<file path="src/hw/mbsrc_pkg.sv">
// Summary of operation
// - Accept broadcast address zero and own address
// - Own address valid 1 to 247 only
// - Disable bit 1 blocks its relation
// - No communication while stopped or at breakpoint; an accepted read still answers at breakpoint
// - Four data types, coil by default
// - Start 1 to 65536, count 1 to 65536
// - Read-only relation refuses write functions
// - Whole range must sit inside one relation
// - Read limits 2000 bits, 125 registers; 121 registers for the combined read/write function
// - Write limits 1, 1968, 123, 121 items
// - Only the ten listed function codes supported
// - Breakpoint halts at first attempted write
// - At most 32 server relations
// - General or per-relation bit disables relations
// - Client IP must match network under mask
package mbsrc_pkg;
    localparam int          NUM_REL_MAX   = 32;
    localparam int          ADDR_W        = 17;
    localparam int          QTY_W         = 16;
    localparam int          IEC_W         = 32;
    localparam int          IP_W          = 32;
    localparam logic [7:0]  ADDR_BCAST    = 8'h00;
    localparam logic [7:0]  ADDR_MIN      = 8'h01;
    localparam logic [7:0]  ADDR_MAX      = 8'hf7;
    localparam logic        REL_DISABLED  = 1'b1;
    localparam logic [7:0]  FC_RD_COILS   = 8'h01;
    localparam logic [7:0]  FC_RD_INSTAT  = 8'h02;
    localparam logic [7:0]  FC_RD_HOLD    = 8'h03;
    localparam logic [7:0]  FC_RD_INREG   = 8'h04;
    localparam logic [7:0]  FC_WR_COIL    = 8'h05;
    localparam logic [7:0]  FC_WR_REG     = 8'h06;
    localparam logic [7:0]  FC_WR_COILS   = 8'h0f;
    localparam logic [7:0]  FC_WR_REGS    = 8'h10;
    localparam logic [7:0]  FC_MASK_WR    = 8'h16;
    localparam logic [7:0]  FC_RD_WR      = 8'h17;
    localparam logic [15:0] LIM_RD_BITS   = 16'h07d0;
    localparam logic [15:0] LIM_RD_REGS   = 16'h007d;
    localparam logic [15:0] LIM_SINGLE    = 16'h0001;
    localparam logic [15:0] LIM_WR_COILS  = 16'h07b0;
    localparam logic [15:0] LIM_WR_REGS   = 16'h007b;
    localparam logic [15:0] LIM_RW        = 16'h0079;
    localparam logic [7:0]  EXC_NONE      = 8'h00;
    localparam logic [7:0]  EXC_ILL_FUNC  = 8'h01;
    localparam logic [7:0]  EXC_ILL_ADDR  = 8'h02;
    localparam logic [7:0]  EXC_ILL_VALUE = 8'h03;

    typedef enum logic [1:0] {
        DT_COIL   = 2'h0,
        DT_INSTAT = 2'h1,
        DT_HOLD   = 2'h2,
        DT_INREG  = 2'h3
    } mbsrc_dtype_t;

    function automatic logic fc_supported(input logic [7:0] fc);
        return fc inside {FC_RD_COILS, FC_RD_INSTAT, FC_RD_HOLD, FC_RD_INREG, FC_WR_COIL,
                          FC_WR_REG, FC_WR_COILS, FC_WR_REGS, FC_MASK_WR, FC_RD_WR};
    endfunction

    function automatic logic fc_is_write(input logic [7:0] fc);
        return fc inside {FC_WR_COIL, FC_WR_REG, FC_WR_COILS, FC_WR_REGS, FC_MASK_WR, FC_RD_WR};
    endfunction

    function automatic logic fc_is_single(input logic [7:0] fc);
        return fc inside {FC_WR_COIL, FC_WR_REG, FC_MASK_WR};
    endfunction

    function automatic mbsrc_dtype_t fc_dtype(input logic [7:0] fc);
        if (fc == FC_RD_INSTAT) begin
            return DT_INSTAT;
        end else if (fc == FC_RD_INREG) begin
            return DT_INREG;
        end else if (fc inside {FC_RD_HOLD, FC_WR_REG, FC_WR_REGS, FC_MASK_WR, FC_RD_WR}) begin
            return DT_HOLD;
        end
        return DT_COIL;
    endfunction

    function automatic logic [15:0] fc_limit(input logic [7:0] fc);
        if (fc inside {FC_RD_COILS, FC_RD_INSTAT}) begin
            return LIM_RD_BITS;
        end else if (fc inside {FC_RD_HOLD, FC_RD_INREG}) begin
            return LIM_RD_REGS;
        end else if (fc == FC_WR_COILS) begin
            return LIM_WR_COILS;
        end else if (fc == FC_WR_REGS) begin
            return LIM_WR_REGS;
        end else if (fc == FC_RD_WR) begin
            return LIM_RW;
        end
        return LIM_SINGLE;
    endfunction

    function automatic logic dtype_is_bit(input mbsrc_dtype_t t);
        return (t == DT_COIL) || (t == DT_INSTAT);
    endfunction
endpackage

</file>
<file path="src/hw/mbsrc_rel_match.sv">
`timescale 1ns/1ps
module mbsrc_rel_match #(
    parameter int NUM_REL = 32,
    parameter int IDX_W   = 5
) (
    input  wire mbsrc_pkg::mbsrc_dtype_t [NUM_REL-1:0]        rel_type_i,
    input  wire logic [NUM_REL-1:0][mbsrc_pkg::ADDR_W-1:0]    rel_start_i,
    input  wire logic [NUM_REL-1:0][mbsrc_pkg::ADDR_W-1:0]    rel_size_i,
    input  wire mbsrc_pkg::mbsrc_dtype_t                      req_type_i,
    input  wire logic [mbsrc_pkg::ADDR_W-1:0]                 req_first_i,
    input  wire logic [mbsrc_pkg::QTY_W-1:0]                  req_qty_i,
    output logic                                              found_o,
    output logic [IDX_W-1:0]                                  index_o
);
    import mbsrc_pkg::*;

    logic [NUM_REL-1:0] hit;
    logic [ADDR_W:0]    req_end;

    assign req_end = {1'b0, req_first_i} + {2'b00, req_qty_i};

    // Both ends checked so a range cannot straddle two relations
    for (genvar i = 0; i < NUM_REL; i++) begin : g_rel
        logic [ADDR_W:0] rel_end;
        assign rel_end = {1'b0, rel_start_i[i]} + {1'b0, rel_size_i[i]};
        assign hit[i]  = (rel_type_i[i] == req_type_i) && (req_first_i >= rel_start_i[i])
                         && (req_end <= rel_end);
    end

    // Lowest relation wins when configurations overlap
    always_comb begin
        found_o = 1'b0;
        index_o = '0;
        for (int i = NUM_REL - 1; i >= 0; i--) begin
            if (hit[i]) begin
                found_o = 1'b1;
                index_o = IDX_W'(i);
            end
        end
    end
endmodule // mbsrc_rel_match

</file>
<file path="config.mk">
export PLATFORM = sky130hd
export DESIGN_NAME = mbsrc_rel_match
export DESIGN_NICKNAME = d
export VERILOG_FILES = /design/src/hw/mbsrc_pkg.sv /design/src/hw/mbsrc_rel_match.sv
export SDC_FILE = /design/constraint.sdc
export NUM_CORES = 2
export LEC_CHECK = 0
export ABC_AREA = 1
export ABC_CLOCK_PERIOD_IN_PS = 23600
export BUFFER_PORTS_ARGS = -buffer_cell sky130_fd_sc_hd__buf_2
export CAP_MARGIN = 10
export CORE_ASPECT_RATIO = 0.5
export CORE_UTILIZATION = 25
export DETAILED_ROUTE_END_ITERATION = 16
export GPL_TIMING_DRIVEN = 0
export PLACE_DENSITY = 0.55
export SLEW_MARGIN = 20
export SYNTH_ARGS = -nofsm -noshare
export SYNTH_HDL_FRONTEND = slang
export SYNTH_SLANG_ARGS = --single-unit
</file>
<file path="constraint.sdc">
create_clock -name vclk -period 23.6
set_clock_uncertainty 0.1 [all_clocks]
set_input_delay 2.36 -clock vclk [all_inputs]
set_output_delay 2.36 -clock vclk [all_outputs]
set_load 0.01 [all_outputs]
</file>
==> impl_metrics.yaml <==
run_status:
  status: "complete, no violations"
timing:
  slew_headroom_pct: 21.5
  setup_tns_ps: 0
  hold_viol: 0
  timing.final.crit_share_pct: 57.7
  report.final.slew_viol_count: 0
  period_needed_ps: 13610
  fmax_mhz: 73.5
  setup_viol: 0
  worst_slew_pin_slew_ps: 1170
  grt_setup_unrepaired: "no"
placed_design:
  numPortBuffers: 1191
  dp_hpwl_mm: 247
  place.gp.congestion: 1.07
  postPlaceCellArea_um2: 58600
routing:
  drc: 0
  post_drt_wl_per_cell_um: 26.9
  ant_nets: 0
  m1WireLength_mm: 118
  first_pass_iters: 6
  dr_wl_met3_mm: 29.6
  wl_met2_mm: 118
  highest_layer: "met5"
  wirelength_mm: 286
  vias_per_cell: 5.22
  drt-initial-drc-count: 5017
  num_vias: 55400
synthesis:
  synth.avg_cell_area_um2: 7.13
  synth_cells: 6643
  synthesis.area_um2: 47400
  postSynthNetCount: 9543
  seq_area_frac_synth_pct: 0
  synth_cell_types: 49
  yosysWarnings: 0
layout:
  register_area_um2: 0
  drive_gt1_share_pct: 16.9
  nets: 10800
  syn_to_final_growth_pct: 24.8
  final_common_cell: "ha_1"
  final_cell_mix: "1680 x ha_1, 1183 x buf_2, 1032 x inv_1"
  clkbuf_count: 0
  design_area_um2: 59100
  design.seq.count: 0
  fin_util_pct: 31.6
grt:
  grt_usage_pct: 28.3
  grt_max_degree: 27
  grt_pass1_vias: 50300
  antenna_found_initial: 283
  grt_pass1_wl_mm: 378
  overflow: 0
floorplan:
  std_cell_rows: 112
  dieArea_um2: 191000
  dieWidth_um: 618
  fp.dieH_um: 310
  core_um2: 187000
  io_pins: 1193
  start_util_pct: 25.3
cts:
  cts_setup_buffers: 0
  ctsResizeCount: 0
  cts_hold_buf: 0
worst_setup_path:
  crit_path_max_incr_delay_ps: 690
  end_kind: "output port"
  setup.worst_path.class: "in -> out"
  startpoint: "req_first_i[2]"
  arrival_ps: 11150
  crit_fanout: 19
  cp-start-kind: "input pin"
  crit_top_cell: "nand2_1"
  slowest_stage: "a21boi_4"
  critPathRequiredTime_ps: 21140
job:
  maxCapViolCount: 0
min_path:
  min-delay-start: "rel_type_i[2]"
  hold_path.class: "in -> out"
power:
  p_per_area_nw_per_um2: 37.5
  cellLeakagePower_nw: 32.7
  peakVddDrop_v: 0.0000219
==> through the flow <==
stage          worst slack (ps)  power, mW  hold WS [ps]  std cells
2_1_floorplan             12210       1.33          4860       6643
3_3_place_gp               1830       2.01          5410      10300
3_5_place_dp              10000       2.17          5420      10400
4_1_cts                    9970       2.18          5420      10400
5_1_grt                    9380       2.46          5450      10500
6_report                   9990       2.21          5410      10600
==> cell type report <==
| cell class | count | area, um^2 |
|---|---|---|
| inverters | 1039 | 3920 |
| plain buffers | 8 | 40.0 |
| multi-input cells | 5596 | 43700 |
| diodes | 203 | 508 |
| fillers | 20500 | 128000 |
| repair buffers | 1262 | 7840 |
| well taps | 2508 | 3140 |
==> worst paths after layout <==
| kind | cells past startpoint | end | slack [ps] |
|---|---|---|---|
| setup / recovery | 60 | index_o[0] | 9990 |
| hold / removal | 5 | index_o[0] | 5410 |
==> power breakdown <==
| group | switching (mW) | total [mW] | leakage, nW | internal [mW] |
|---|---|---|---|---|
| registers | 0 | 0 | 0 | 0 |
| logic | 1.32 | 2.21 | 32.7 | 0.896 |
| clock network | 0 | 0.00000107 | 0.00129 | 0.00000107 |
| total | 1.32 | 2.21 | 32.7 | 0.896 |
==> routing by layer <==
metal / track usage [%] / vias to the layer above
met3: 9.76 / 853
met5: 0.791 / -
met4: 16.4 / 130
met2: 42.4 / 2530
li1: - / 26200
met1: 35.1 / 25700
==> critical path, delay by kind of cell <==
kind	cells	cell delay (ps)
AND/OR/NAND/NOR	43	4020
AO/OA/AOI/OAI	9	2460
buffers and inverters	6	1530
adder cells (fa/ha/maj)	2	580
==> cells by family (layout without fill, tap and decap cells) <==
kind of cell	count (synthesis)	after routing	share of synthesized area, %
fa+ha+maj	1713	1713	45.7
simple gates	1730	1730	16.0
compound gates	1613	1613	20.0
buf+inv	1047	2309	8.31
xor+xnor	540	540	9.98
other cells	0	203	0
==> Yosys cell counts (7+ instances only) <==
cell	number	area, um^2
buf_2	8	40.0
nor4_1	20	125
and2_1	12	75.1
a21oi_1	907	4540
nand3_2	7	70.1
nand2_1	868	3260
inv_1	1038	3900
xor2_1	266	2330
nand3_1	250	1250
o221ai_1	16	140
a21o_1	59	443
o21bai_1	185	1390
ha_1	1680	21000
nor2_1	294	1100
a21boi_0	7	52.6
o31ai_1	19	143
nor3_1	55	275
xnor2_1	274	2400
o211ai_1	16	120
a31oi_1	24	150
o41ai_1	25	219
o21ai_0	189	946
and3_1	9	56.3
o21a_1	31	233
fa_1	33	661
o221a_2	23	259
o2111ai_1	8	70.1
o21ai_1	29	145
a211oi_1	38	285
a221oi_1	24	210
nand4_1	188	1180
Note: power is estimated with default switching activity, not from simulation.
